--- config.mk ---
export PLATFORM = sky130hd
export DESIGN_NAME = scanned_discrete_input_port
export DESIGN_NICKNAME = d
export VERILOG_FILES = /design/src/include/scan_input_pkg.sv /design/src/rtl/scanned_discrete_input_port.sv
export SDC_FILE = /design/constraint.sdc
export NUM_CORES = 1
export LEC_CHECK = 0
export ABC_AREA = 0
export CAP_MARGIN = 20
export CORE_MARGIN = 3
export CORE_UTILIZATION = 28
export CTS_CLUSTER_SIZE = 12
export DETAILED_ROUTE_END_ITERATION = 10
export DONT_BUFFER_PORTS = 1
export PLACE_DENSITY_LB_ADDON = 0.15
export SLEW_MARGIN = 15
export SYNTH_ARGS = -nofsm -noshare
export SYNTH_HDL_FRONTEND = slang
export SYNTH_SLANG_ARGS = --single-unit
--- constraint.sdc ---
create_clock -name mclk -period 2.7 [get_ports mclk]
set_input_delay 0.135 -clock mclk [delete_from_list [all_inputs] [get_ports mclk]]
set_output_delay 0.135 -clock mclk [all_outputs]
set_load 0.03 [all_outputs]
--- src/include/scan_input_pkg.sv ---
package scan_input_pkg;

	// Channel count and word layout
	localparam int CHANNEL_COUNT = 16;
	localparam int ADDR_WIDTH = 5;
	localparam logic [4:0] ADDR_MAX = 5'h1f;
	localparam logic [15:0] WORD_RESET = 16'h0000;

	// Clock rate, watchdog and blink timing
	localparam int CLOCK_HZ = 50000000;
	localparam int WATCHDOG_MS = 700;
	localparam int WATCHDOG_CYCLES = (CLOCK_HZ / 1000) * WATCHDOG_MS;
	localparam int BLINK_HALF_MS = 500;
	localparam int BLINK_HALF_CYCLES = (CLOCK_HZ / 1000) * BLINK_HALF_MS;
	localparam logic [25:0] COUNT_ZERO = 26'h0000000;

	// One scan request and its answer
	typedef struct packed {
		logic strobe;
		logic [4:0] addr;
	} scan_req_type;

	typedef struct packed {
		logic valid;
		logic [15:0] data;
	} scan_rsp_type;

	typedef enum logic [1:0] {
		ACT_STEADY = 2'b01,
		ACT_BLINK = 2'b10
	} act_state_type;

	// Values after reset
	localparam scan_rsp_type RSP_RESET = '0;
	localparam logic ACT_RESET = 1'b1;
	localparam logic PHASE_RESET = 1'b0;

endpackage : scan_input_pkg

--- src/rtl/scanned_discrete_input_port.sv ---
`timescale 1ns/1ps
module scanned_discrete_input_port
	import scan_input_pkg::*;
#(
	parameter int WATCHDOG_LIMIT = WATCHDOG_CYCLES,
	parameter int BLINK_LIMIT = BLINK_HALF_CYCLES
) (
	input wire logic mclk,
	input wire logic nrst,
	input wire logic [4:0] moduleAddr,
	input wire scan_req_type scanReq,
	input wire logic [15:0] channelIn,
	output scan_rsp_type scanRsp,
	output logic [15:0] channelLed,
	output logic activeLed
);

	logic [15:0] sync1_q;
	logic [15:0] sync2_q;
	logic [15:0] sync1_d;
	logic [15:0] sync2_d;
	logic [15:0] latch_q;
	logic [15:0] latch_d;
	scan_rsp_type rsp_q;
	scan_rsp_type rsp_d;
	logic [15:0] led_q;
	logic [15:0] led_d;
	logic [25:0] wdog_q;
	logic [25:0] wdog_d;
	logic [25:0] blink_q;
	logic [25:0] blink_d;
	logic phase_q;
	logic phase_d;
	logic act_q;
	logic act_d;
	act_state_type state_q;
	act_state_type state_d;
	logic hit;
	logic wdogExpired;
	logic blinkExpired;

	// True when a strobe names this port's address, which must be in range
	function automatic logic addr_match(input logic [4:0] a, input logic [4:0] own);
		addr_match = (a == own) && (own <= ADDR_MAX);
	endfunction : addr_match

	assign hit = scanReq.strobe && addr_match(scanReq.addr, moduleAddr);


	// True once a count has reached the last cycle of its period
	function automatic logic count_done(input logic [25:0] count, input int limit);
		count_done = (count >= 26'(limit - 1));
	endfunction : count_done

	// One step of a cycle counter
	function automatic logic [25:0] count_step(input logic [25:0] count);
		count_step = count + 26'h0000001;
	endfunction : count_step

	// Ends of the watchdog period and of each blink half period
	assign wdogExpired = count_done(wdog_q, WATCHDOG_LIMIT);
	assign blinkExpired = count_done(blink_q, BLINK_LIMIT);

	// First synchroniser stage for the asynchronous channel pins
	always_comb begin
		sync1_d = channelIn;
	end

	// Registers of the first stage
	always_ff @(posedge mclk or negedge nrst) begin
		if (!nrst) begin
			sync1_q <= WORD_RESET;
		end else begin
			sync1_q <= sync1_d;
		end
	end

	// Second synchroniser stage, the only reader of the first
	always_comb begin
		sync2_d = sync1_q;
	end

	// Registers of the second stage
	always_ff @(posedge mclk or negedge nrst) begin
		if (!nrst) begin
			sync2_q <= WORD_RESET;
		end else begin
			sync2_q <= sync2_d;
		end
	end

	// Latch of the settled channel states, read by the scan answer
	always_comb begin
		latch_d = sync2_q;
	end

	// Registers of the latch
	always_ff @(posedge mclk or negedge nrst) begin
		if (!nrst) begin
			latch_q <= WORD_RESET;
		end else begin
			latch_q <= latch_d;
		end
	end

	// Per-channel indicators follow the settled inputs
	always_comb begin
		led_d = sync2_q;
	end

	// Registers of the channel indicators
	always_ff @(posedge mclk or negedge nrst) begin
		if (!nrst) begin
			led_q <= WORD_RESET;
		end else begin
			led_q <= led_d;
		end
	end

	// Scan answer: valid for one cycle, word held until the next scan
	always_comb begin
		rsp_d.valid = hit;
		rsp_d.data = rsp_q.data;
		if (hit) begin
			rsp_d.data = latch_q;
		end
	end

	// Registers of the scan answer
	always_ff @(posedge mclk or negedge nrst) begin
		if (!nrst) begin
			rsp_q <= RSP_RESET;
		end else begin
			rsp_q <= rsp_d;
		end
	end

	// Scan watchdog: counts idle cycles while steady, cleared by a taken scan
	always_comb begin
		wdog_d = COUNT_ZERO;
		if (state_q == ACT_STEADY && !hit && !wdogExpired) begin
			wdog_d = count_step(wdog_q);
		end
	end

	// Registers of the scan watchdog
	always_ff @(posedge mclk or negedge nrst) begin
		if (!nrst) begin
			wdog_q <= COUNT_ZERO;
		end else begin
			wdog_q <= wdog_d;
		end
	end

	// Blink timer: idle while steady, flips the phase every half period
	always_comb begin
		blink_d = blink_q;
		phase_d = phase_q;
		if (state_q == ACT_STEADY) begin
			blink_d = COUNT_ZERO;
			phase_d = PHASE_RESET;
		end else if (blinkExpired) begin
			blink_d = COUNT_ZERO;
			phase_d = !phase_q;
		end else begin
			blink_d = count_step(blink_q);
		end
	end

	// Registers of the blink timer
	always_ff @(posedge mclk or negedge nrst) begin
		if (!nrst) begin
			blink_q <= COUNT_ZERO;
			phase_q <= PHASE_RESET;
		end else begin
			blink_q <= blink_d;
			phase_q <= phase_d;
		end
	end

	// Activity state: steady while scanned, blinking after a silent period
	always_comb begin
		state_d = state_q;
		act_d = act_q;
		case (state_q)
			ACT_STEADY: begin
				act_d = 1'b1;
				if (!hit && wdogExpired) begin
					state_d = ACT_BLINK;
					act_d = 1'b0;
				end
			end
			ACT_BLINK: begin
				if (hit) begin
					state_d = ACT_STEADY;
					act_d = 1'b1;
				end else if (blinkExpired) begin
					act_d = !phase_q;
				end
			end
			default: begin
				state_d = ACT_STEADY;
				act_d = 1'b1;
			end
		endcase
	end

	// Registers of the activity state and indicator
	always_ff @(posedge mclk or negedge nrst) begin
		if (!nrst) begin
			act_q <= ACT_RESET;
			state_q <= ACT_STEADY;
		end else begin
			act_q <= act_d;
			state_q <= state_d;
		end
	end

	// Outputs straight from their registers
	assign scanRsp = rsp_q;
	assign channelLed = led_q;
	assign activeLed = act_q;

endmodule : scanned_discrete_input_port

==> results.toml, run 1 <==
[floorplan]
start_util = 0.287
die_h_um = 136
dieArea_um2 = 18600
core-area_um2 = 16600
die_x_um = 136
core.rowCount = 47
io_pins = 63

[sta]
rsz0062_at_grt = "false"
fin_crit_sh = 0.778
layout_setup_ws_ns = 0.599
tightest_slew_ns = 0.711
finClkSkew_ns = 0.0129
clock.fmax_mhz = 476
min_period_ns = 2.10
setup_viol = 0
hold_ws_ns = -0.573
finalSetupTns_ns = 0
slew_viol_final = 0
final_hold_viol_count = 121
relSlewSlack = 0.524

[critical_path]
end_kind = "flip-flop"
reg2reg_depth = 6
startpoint = "wdog_q[21]"
crit_fanout = 16
critPathKind = "flip-flop to flip-flop"
cp-start-kind = "flip-flop"
crit_required_ns = 3.04
crit_arrival_ns = 2.44
reg2reg_slack_ns = 0.60
crit_family = "simple AND/OR/NAND/NOR gates"
slowest_stage = "dfrtp_1"
r2r-start = "wdog_q[21]"
crit_chain = "nor4_2, nand2_1, a221oi_2, nand3_2, buf_4, nor2_1"
cpPeakStageDelay_ns = 0.42
cp_num_buf_inv = 1
r2r_end = "wdog_q[15]"

[place]
hpwl_um = 5370
io_buffer_count = 0
pre_cts_slack_ns = 0.521
gp_congestion = 0.736

[clocking]
cts_resized = 0
clk_pin_slew_worst_paths_ns = 0.06
numCtsBuffers = 17
cts_htree_levels = 4
hold_buffers = 17
clock-sinks = 121
cts_tree = "yes"
ctsLongestPathBuffers = 2
root_buffer = "clkbuf_16"
clock_latency_ns = 0.41

[detailed_routing]
routed-via-count = 2858
postRouteAntennaNets = 0
drtPass1Iterations = 4
drc = 0
drtIter0Drc = 109
wl_per_cell_um = 13.4
drt-total-wl_um = 8590
viasPerCell = 4.46

[logic_synthesis]
synth_top_area_frac = 0.626
avgSynthCellArea_um2 = 12.5
yosys.cell_types.count = 44
netlist_top_cells_area = "dfrtp_1 63%, xor2_1 6.1%, nor2_1 4.6%"
synthMuxAreaShare = 0.0379
synthCells = 381
synth_ff_type = "dfrtp_1"
yosys_warnings = 0
syn-num-nets = 414
synth-async-reset-ratio = 1.00
synth_top_family_by_area = "simple AND/OR/NAND/NOR gates"
synth-compound-area-share = 0.0355
synth_edf_count = 0
synthXorXnorAreaFrac = 0.0921
seq_area_frac_synth = 0.637
yosys.area.top_type = "dfrtp_1"
synth_adder_area_share = 0.0105
synth_area_um2 = 4750
postSynthRegisterBits = 121
synth-simple-area-share = 0.162

[pwr]
ir_drop_mv = 0.428
switchingPower_mw = 1.44
power.internal_mw = 3.58
combPwrFrac = 0.097
pwr-share-clk = 0.445
p_leak_nw = 2.47
swShare = 0.287
power_density_nw_per_um2 = 874
pwr-share-seq = 0.458
finalPower_mw = 5.02

[global_route]
grt_max_degree = 122
overflow = 0
antenna_found_initial = 0
grt_pass1_vias = 2868
grt_use_total = 0.0998
grt_pass1_wl_um = 14400

[finish]
diodes = 0
drive_gt1_frac = 0.157
final_cell_mix = "119 x dfrtp_1, 58 x nor2_1, 33 x xor2_1"
fillers = 1654
final_common_cell = "dfrtp_1"
area_growth_pct = 20.8
final_nets = 441

[run_status]
outcome = "finished, violations left"
violations = "hold timing"

[min_path]
hold_class = "input port to asynchronous set/reset pin"

[job]
max-cap-violations = 0
## logic make-up after synthesis
| logic type | count (synthesis) |
|---|---|
| simple gates | 147 |
| fa+ha+maj | 4 |
| xor+xnor | 50 |
| buf+inv | 23 |
| other cells | 1 |
| compound gates | 19 |
| flops | 121 |
| mux | 16 |
## cells in the mapped netlist (4+ instances only)
library cell and number:
nand3_1 13, xor2_1 33, nand2_1 19, dfrtp_1 119, nand4_1 18, and2_1 4, nor2_1 58, ha_1 4
buf_2 8, xnor2_1 17, and4_1 9, and3_1 8, mux2_2 16, inv_1 11, a211oi_1 4, nor3_1 4
## power groups by stage
stage / combinational (mW) / clock [mW] / sequential [mW]
4_1_cts: 0.500 / 2.32 / 2.31
6_report: 0.484 / 2.23 / 2.30
5_1_grt: 0.557 / 2.40 / 2.33
3_5_place_dp: 0.475 / 0 / 2.34
2_1_floorplan: 0.398 / 0 / 2.30
3_3_place_gp: 0.464 / 0 / 2.33
## per-layer routing
layer	track usage	vias to the layer above	part of all wire
met4	0.0386	0	0.016
met5	0	-	0
met1	0.135	1425	0.47
met3	0.0440	11	0.065
met2	0.140	69	0.45
li1	-	1353	-
## registers in the layout (all words and copies together) (netlist names)
signal      flops
phase_q         1
scanRsp        17
channelLed     16
latch_d        16
blink_q        26
activeLed       1
wdog_q         26
state_q         2
sync1_q        16
## per-stage QoR
stage	instances	instance area, µm²	util
after CTS	641	5740	0.346
after floorplan	381	4750	-
after global placement	592	4980	0.300
after global routing	641	5740	0.346
final	641	5740	0.346
after detailed placement	592	4980	0.300
## layout make-up
class,count,area (µm²),share of cell area
multi-input cells,237,1610,0.281
flip-flops and latches,121,3030,0.528
clock inverters,15,164,0.0285
clock buffers,17,425,0.0741
inverters,11,41.3,0.00719
repair buffers,20,193,0.0336
well taps,220,275,0.0479
## how the worst max path moves through the flow
stage | end | slack (ns) | cells after the start
finish | wdog_q[15] | 0.60 | 6
global route | wdog_q[23] | 0.34 | 6
CTS | wdog_q[21] | 0.51 | 6
detailed placement | wdog_q[15] | 0.52 | 6
global placement | wdog_q[12] | 0.60 | 6
floorplan | activeLed | 0.98 | 5
## timing repair
action,4_1_cts,5_1_grt
setup endpoints to repair,0,0
setup buffers,0,0
endpoints found under the hold margin,138,121
(Power assumes the default switching activity.)
==> run 2, diff against run 1 <==
--- a/config.mk
+++ b/config.mk
@@ -5,7 +5,7 @@
 export SDC_FILE = /design/constraint.sdc
 export NUM_CORES = 1
 export LEC_CHECK = 0
-export ABC_AREA = 0
+export ABC_AREA = 1
 export CAP_MARGIN = 20
 export CORE_MARGIN = 3
 export CORE_UTILIZATION = 28
==> constraint.sdc (replaced) <==
create_clock -name mclk -period 1.98 [get_ports mclk]
set_input_delay 0.099 -clock mclk [delete_from_list [all_inputs] [get_ports mclk]]
set_output_delay 0.099 -clock mclk [all_outputs]
set_load 0.03 [all_outputs]
==> results.toml, run 2 <==
[floorplan]
die_h_um = 142
start_util = 0.292
die_x_um = 142
dieArea_um2 = 20100
core-area_um2 = 17700
core.rowCount = 48
io_pins = 63

[critical_path]
cp-start-kind = "flip-flop"
r2r_end = "blink_q[2]"
slowest_stage = "dfrtp_1"
crit_chain = "ha_1, nand2_2, inv_2, nor2_4, nor2_4, nor2_4, nand2_4, nor3_1"
reg2reg_depth = 8
r2r-start = "blink_q[0]"
critPathKind = "flip-flop to flip-flop"
crit_required_ns = 2.30
end_kind = "flip-flop"
crit_arrival_ns = 2.00
crit_fanout = 24
cpPeakStageDelay_ns = 0.39
reg2reg_slack_ns = 0.30
cp_common_cell = "nor2_4"

[logic_synthesis]
synth_top_area_frac = 0.578
synth_edf_count = 0
synthCells = 561
yosys_warnings = 0
syn-num-nets = 594
seq_area_frac_synth = 0.588
yosysMostFrequentCell = "nand2_1"
postSynthRegisterBits = 121
yosys.cell_types.count = 34
synth_ff_type = "dfrtp_1"
synth_area_um2 = 5150
synth-async-reset-ratio = 1.00
avgSynthCellArea_um2 = 9.19
netlist_top_cells_area = "dfrtp_1 58%, nand2_1 10%, nor2_1 6.4%"
yosys.area.top_type = "dfrtp_1"
netlist_top_cells_count = "141 x nand2_1, 119 x dfrtp_1, 88 x nor2_1, 54 x inv_1, 26 x nand3_1"

[finish]
area_growth_pct = 20.4
fillers = 1797
diodes = 0
final_cell_mix = "141 x nand2_1, 119 x dfrtp_1, 88 x nor2_1"
final_common_cell = "nand2_1"
final_nets = 626
drive_gt1_frac = 0.122

[sta]
min_period_ns = 1.68
rsz0062_at_grt = "false"
finalSetupTns_ns = 0
clock.fmax_mhz = 596
finClkSkew_ns = 0.00461
fin_crit_sh = 0.847
setup_viol = 0
slew_viol_final = 0
hold_ws_ns = -0.621
final_hold_viol_count = 121

[pwr]
ir_drop_mv = 0.570
finalPower_mw = 6.58
power_density_nw_per_um2 = 1060
p_leak_nw = 2.82

[detailed_routing]
drt-total-wl_um = 10600
routed-via-count = 3613
drtIter0Drc = 178
drtPass1Iterations = 4
postRouteAntennaNets = 0
viasPerCell = 4.35
drc = 0
wl_per_cell_um = 12.7

[clocking]
cts_resized = 0
hold_buffers = 16
cts_tree = "yes"
clk_pin_slew_worst_paths_ns = 0.05
cts_setup_buffers = 0
ctsLongestPathBuffers = 2
cts_htree_levels = 4
clock_latency_ns = 0.41
clock-sinks = 121
root_buffer = "clkbuf_16"
numCtsBuffers = 17

[run_status]
violations = "hold timing"
outcome = "finished, violations left"

[global_route]
grt_pass1_vias = 3488
grt_pass1_wl_um = 17700
grt_use_total = 0.113
overflow = 0
grt_max_degree = 122
antenna_found_initial = 0

[place]
hpwl_um = 7430
gp_congestion = 0.831
io_buffer_count = 0

[job]
max-cap-violations = 0

[min_path]
hold_class = "input port to asynchronous set/reset pin"
[run 2: cells by family after synthesis]
logic type,after synthesis,synth area share
other,1,0.000728
xor gates and xnor gates,30,0.0510
AOI/OAI and AO/OA,18,0.0192
DFF,121,0.588
adders and majority gates,4,0.00971
buffers and inverters,67,0.0541
and+or+nand+nor,320,0.277
[run 2: how the worst max path moves through the flow]
| stage | from | endpoint | slack (ns) |
|---|---|---|---|
| finish | blink_q[0] | blink_q[2] | 0.30 |
| global route | wdog_q[0] | wdog_q[14] | 0.1 |
| CTS | blink_q[0] | blink_q[2] | 0.25 |
| detailed placement | blink_q[0] | blink_q[2] | 0.26 |
| global placement | blink_q[0] | phase_q | 0.37 |
| floorplan | state_q[0] | wdog_q[24] | 0.39 |
[run 2: metrics by stage]
stage / util / instance area, µm² / worst slack (ns) / instances
floorplan: - / 5150 / 0.392 / 561
global placement: 0.308 / 5430 / 0.371 / 783
detailed placement: 0.308 / 5430 / 0.261 / 783
CTS: 0.351 / 6200 / 0.249 / 831
global route: 0.351 / 6200 / 0.0959 / 831
finish: 0.351 / 6200 / 0.303 / 831
[run 2: per-layer routing]
metal  share of wire  GRT usage  up-vias
met5               0          0        -
met4           0.017     0.0495        0
met3           0.043     0.0384       11
met2            0.47      0.175       59
met1            0.47      0.143     1725
li1                -          -     1818
[run 2: critical path: cells and delay by family (launching register included)]
family        cells  cell delay, ns
fa+ha+maj         1            0.27
buf+inv           1            0.06
flops             1            0.39
simple gates      6            0.86
[run 2: layout make-up]
class	count	area [µm²]	area share
clock buffer	18	439	0.0708
clock inverter	14	174	0.0280
inverter	59	224	0.0361
multi-input combinational	373	1840	0.297
sequential	121	3030	0.489
tap	225	282	0.0454
timing repair buffer	21	210	0.0339
[run 2: power breakdown]
| part | internal (mW) | switching, mW |
|---|---|---|
| combinational | 0.152 | 0.197 |
| clock | 2.01 | 1.14 |
| sequential | 2.69 | 0.388 |
==> run 3, diff against run 2 <==
==> constraint.sdc (replaced) <==
create_clock -name mclk -period 1.8 [get_ports mclk]
set_input_delay 0.09 -clock mclk [delete_from_list [all_inputs] [get_ports mclk]]
set_output_delay 0.09 -clock mclk [all_outputs]
set_load 0.03 [all_outputs]
==> results.toml, run 3 (same netlist as run 2, synthesis figures left out) <==
[critical_path]
startpoint = "blink_q[0]"
crit_arrival_ns = 1.97
reg2reg_slack_ns = 0.15
r2r_end = "blink_q[5]"
end_kind = "flip-flop"
r2r-start = "blink_q[0]"
cp_common_cell = "nor2_4"
cpPeakStageDelay_ns = 0.40
crit_fanout = 24
reg2reg_depth = 8
cp_num_cells = 8
cp_num_buf_inv = 1
cp-start-kind = "flip-flop"
critPathKind = "flip-flop to flip-flop"
crit_family = "simple AND/OR/NAND/NOR gates"
crit_required_ns = 2.12
critPathCapture = "blink_q[5]"
crit_chain = "ha_1, nand2_2, inv_2, nor2_4, nor2_4, nor2_4, nand2_8, nor3_1"
slowest_stage = "dfrtp_1"

[clocking]
clock_latency_ns = 0.41
cts_htree_levels = 4
clk_pin_slew_worst_paths_ns = 0.06
clock-sinks = 121
root_buffer = "clkbuf_16"
ctsLongestPathBuffers = 2
hold_buffers = 16
cts_setup_buffers = 0
cts_tree = "yes"
numCtsBuffers = 17

[global_route]
grt_pass1_vias = 3714
overflow = 0
grt_max_degree = 122
met1_usage = 0.145
grt_use_total = 0.114
grtUsageMet2 = 0.178
grt_pass1_wl_um = 18100
antenna_found_initial = 0
busiest_layer = "met2"
grt_util_met3 = 0.0357

[finish]
area.sequential_um2 = 3030
drive_gt1_frac = 0.131
multi_input_area_um2 = 1870
area_growth_pct = 20.9
final_common_cell = "nand2_1"
fillers = 1818
diodes = 0
final_nets = 629
final_cell_mix = "141 x nand2_1, 119 x dfrtp_1, 87 x nor2_1"

[detailed_routing]
routed-via-count = 3624
drc = 0
postRouteAntennaNets = 0
drtPass1Iterations = 4
drt-total-wl_um = 10800
wl_per_cell_um = 12.9
viasPerCell = 4.35
drtIter0Drc = 225

[floorplan]
die_h_um = 142
core.rowCount = 48
dieArea_um2 = 20100
core-area_um2 = 17700
start_util = 0.292
die_x_um = 142
io_pins = 63

[sta]
setup_viol = 0
slew_viol_final = 0
min_period_ns = 1.65
finClkSkew_ns = 0.00473
clock.fmax_mhz = 605
finalSetupTns_ns = 0
hold_ws_ns = -0.632
fin_crit_sh = 0.918
rsz0062_at_grt = "false"
final_hold_viol_count = 121

[pwr]
ir_drop_mv = 0.636
power_density_nw_per_um2 = 1150
finalPower_mw = 7.13
p_leak_nw = 2.82

[job]
max-cap-violations = 0

[run_status]
violations = "hold timing"
outcome = "finished, violations left"

[place]
io_buffer_count = 0
hpwl_um = 7520
gp_congestion = 0.845

[min_path]
hold_class = "input port to asynchronous set/reset pin"
==> run 3: cell types whose count changed in the layout (fill, tap and decap cells not counted), moves of 2 or more <==
cell,previous run,this run
buf_4,4,7
nand3_1,26,24
clkinvlp_4,4,2
nand3_2,1,3
==> run 3: layout make-up <==
cell class | instances | share of cell area
well taps | 225 | 0.0452
inverters | 59 | 0.0360
flip-flops and latches | 121 | 0.487
repair buffers | 24 | 0.0374
clock inverters | 13 | 0.0235
clock buffers | 19 | 0.0711
multi-input cells | 373 | 0.300
==> run 3: worst reg2reg max path, cell delays in order, from the launching register on <==
cell	delay, ns
dfrtp_1	0.40
ha_1	0.27
nand2_2	0.11
inv_2	0.06
nor2_4	0.09
nor2_4	0.05
nor2_4	0.21
nand2_8	0.17
nor3_1	0.21
==> run 3: per-layer routing <==
layer | part of all wire | up-vias
met5 | 0 | -
met4 | 0.018 | 0
met3 | 0.047 | 18
met2 | 0.47 | 69
met1 | 0.47 | 1717
li1 | - | 1820
==> run 3: worst min path at each step <==
stage                     startpoint         end  slack (ns)  cells past startpoint
final                           nrst  scanRsp[2]       -0.63                      0
after floorplan                 nrst  blink_q[0]       -0.21                      0
after CTS                       nrst  scanRsp[2]       -0.65                      0
after detailed placement        nrst  scanRsp[2]       -0.20                      0
after global placement          nrst  scanRsp[0]       -0.20                      0
after global routing            nrst  scanRsp[2]       -0.66                      0
==> run 3: stage by stage <==
stage	worst slack, ns	utilization	instances	instance area, µm²
2_1_floorplan	0.212	-	561	5150
3_3_place_gp	0.187	0.309	786	5450
3_5_place_dp	0.0941	0.309	786	5450
4_1_cts	0.0841	0.351	834	6200
5_1_grt	0.0178	0.353	834	6230
6_report	0.148	0.353	834	6230
==> run 3: timing repair <==
action,4_1_cts,5_1_grt
setup endpoints to repair,0,4
hold endpoints to repair,137,121
gates resized for setup,0,5
==> run 3: power breakdown <==
group / internal [mW] / switching (mW)
clock: 2.08 / 1.27
sequential: 2.96 / 0.434
combinational: 0.170 / 0.217
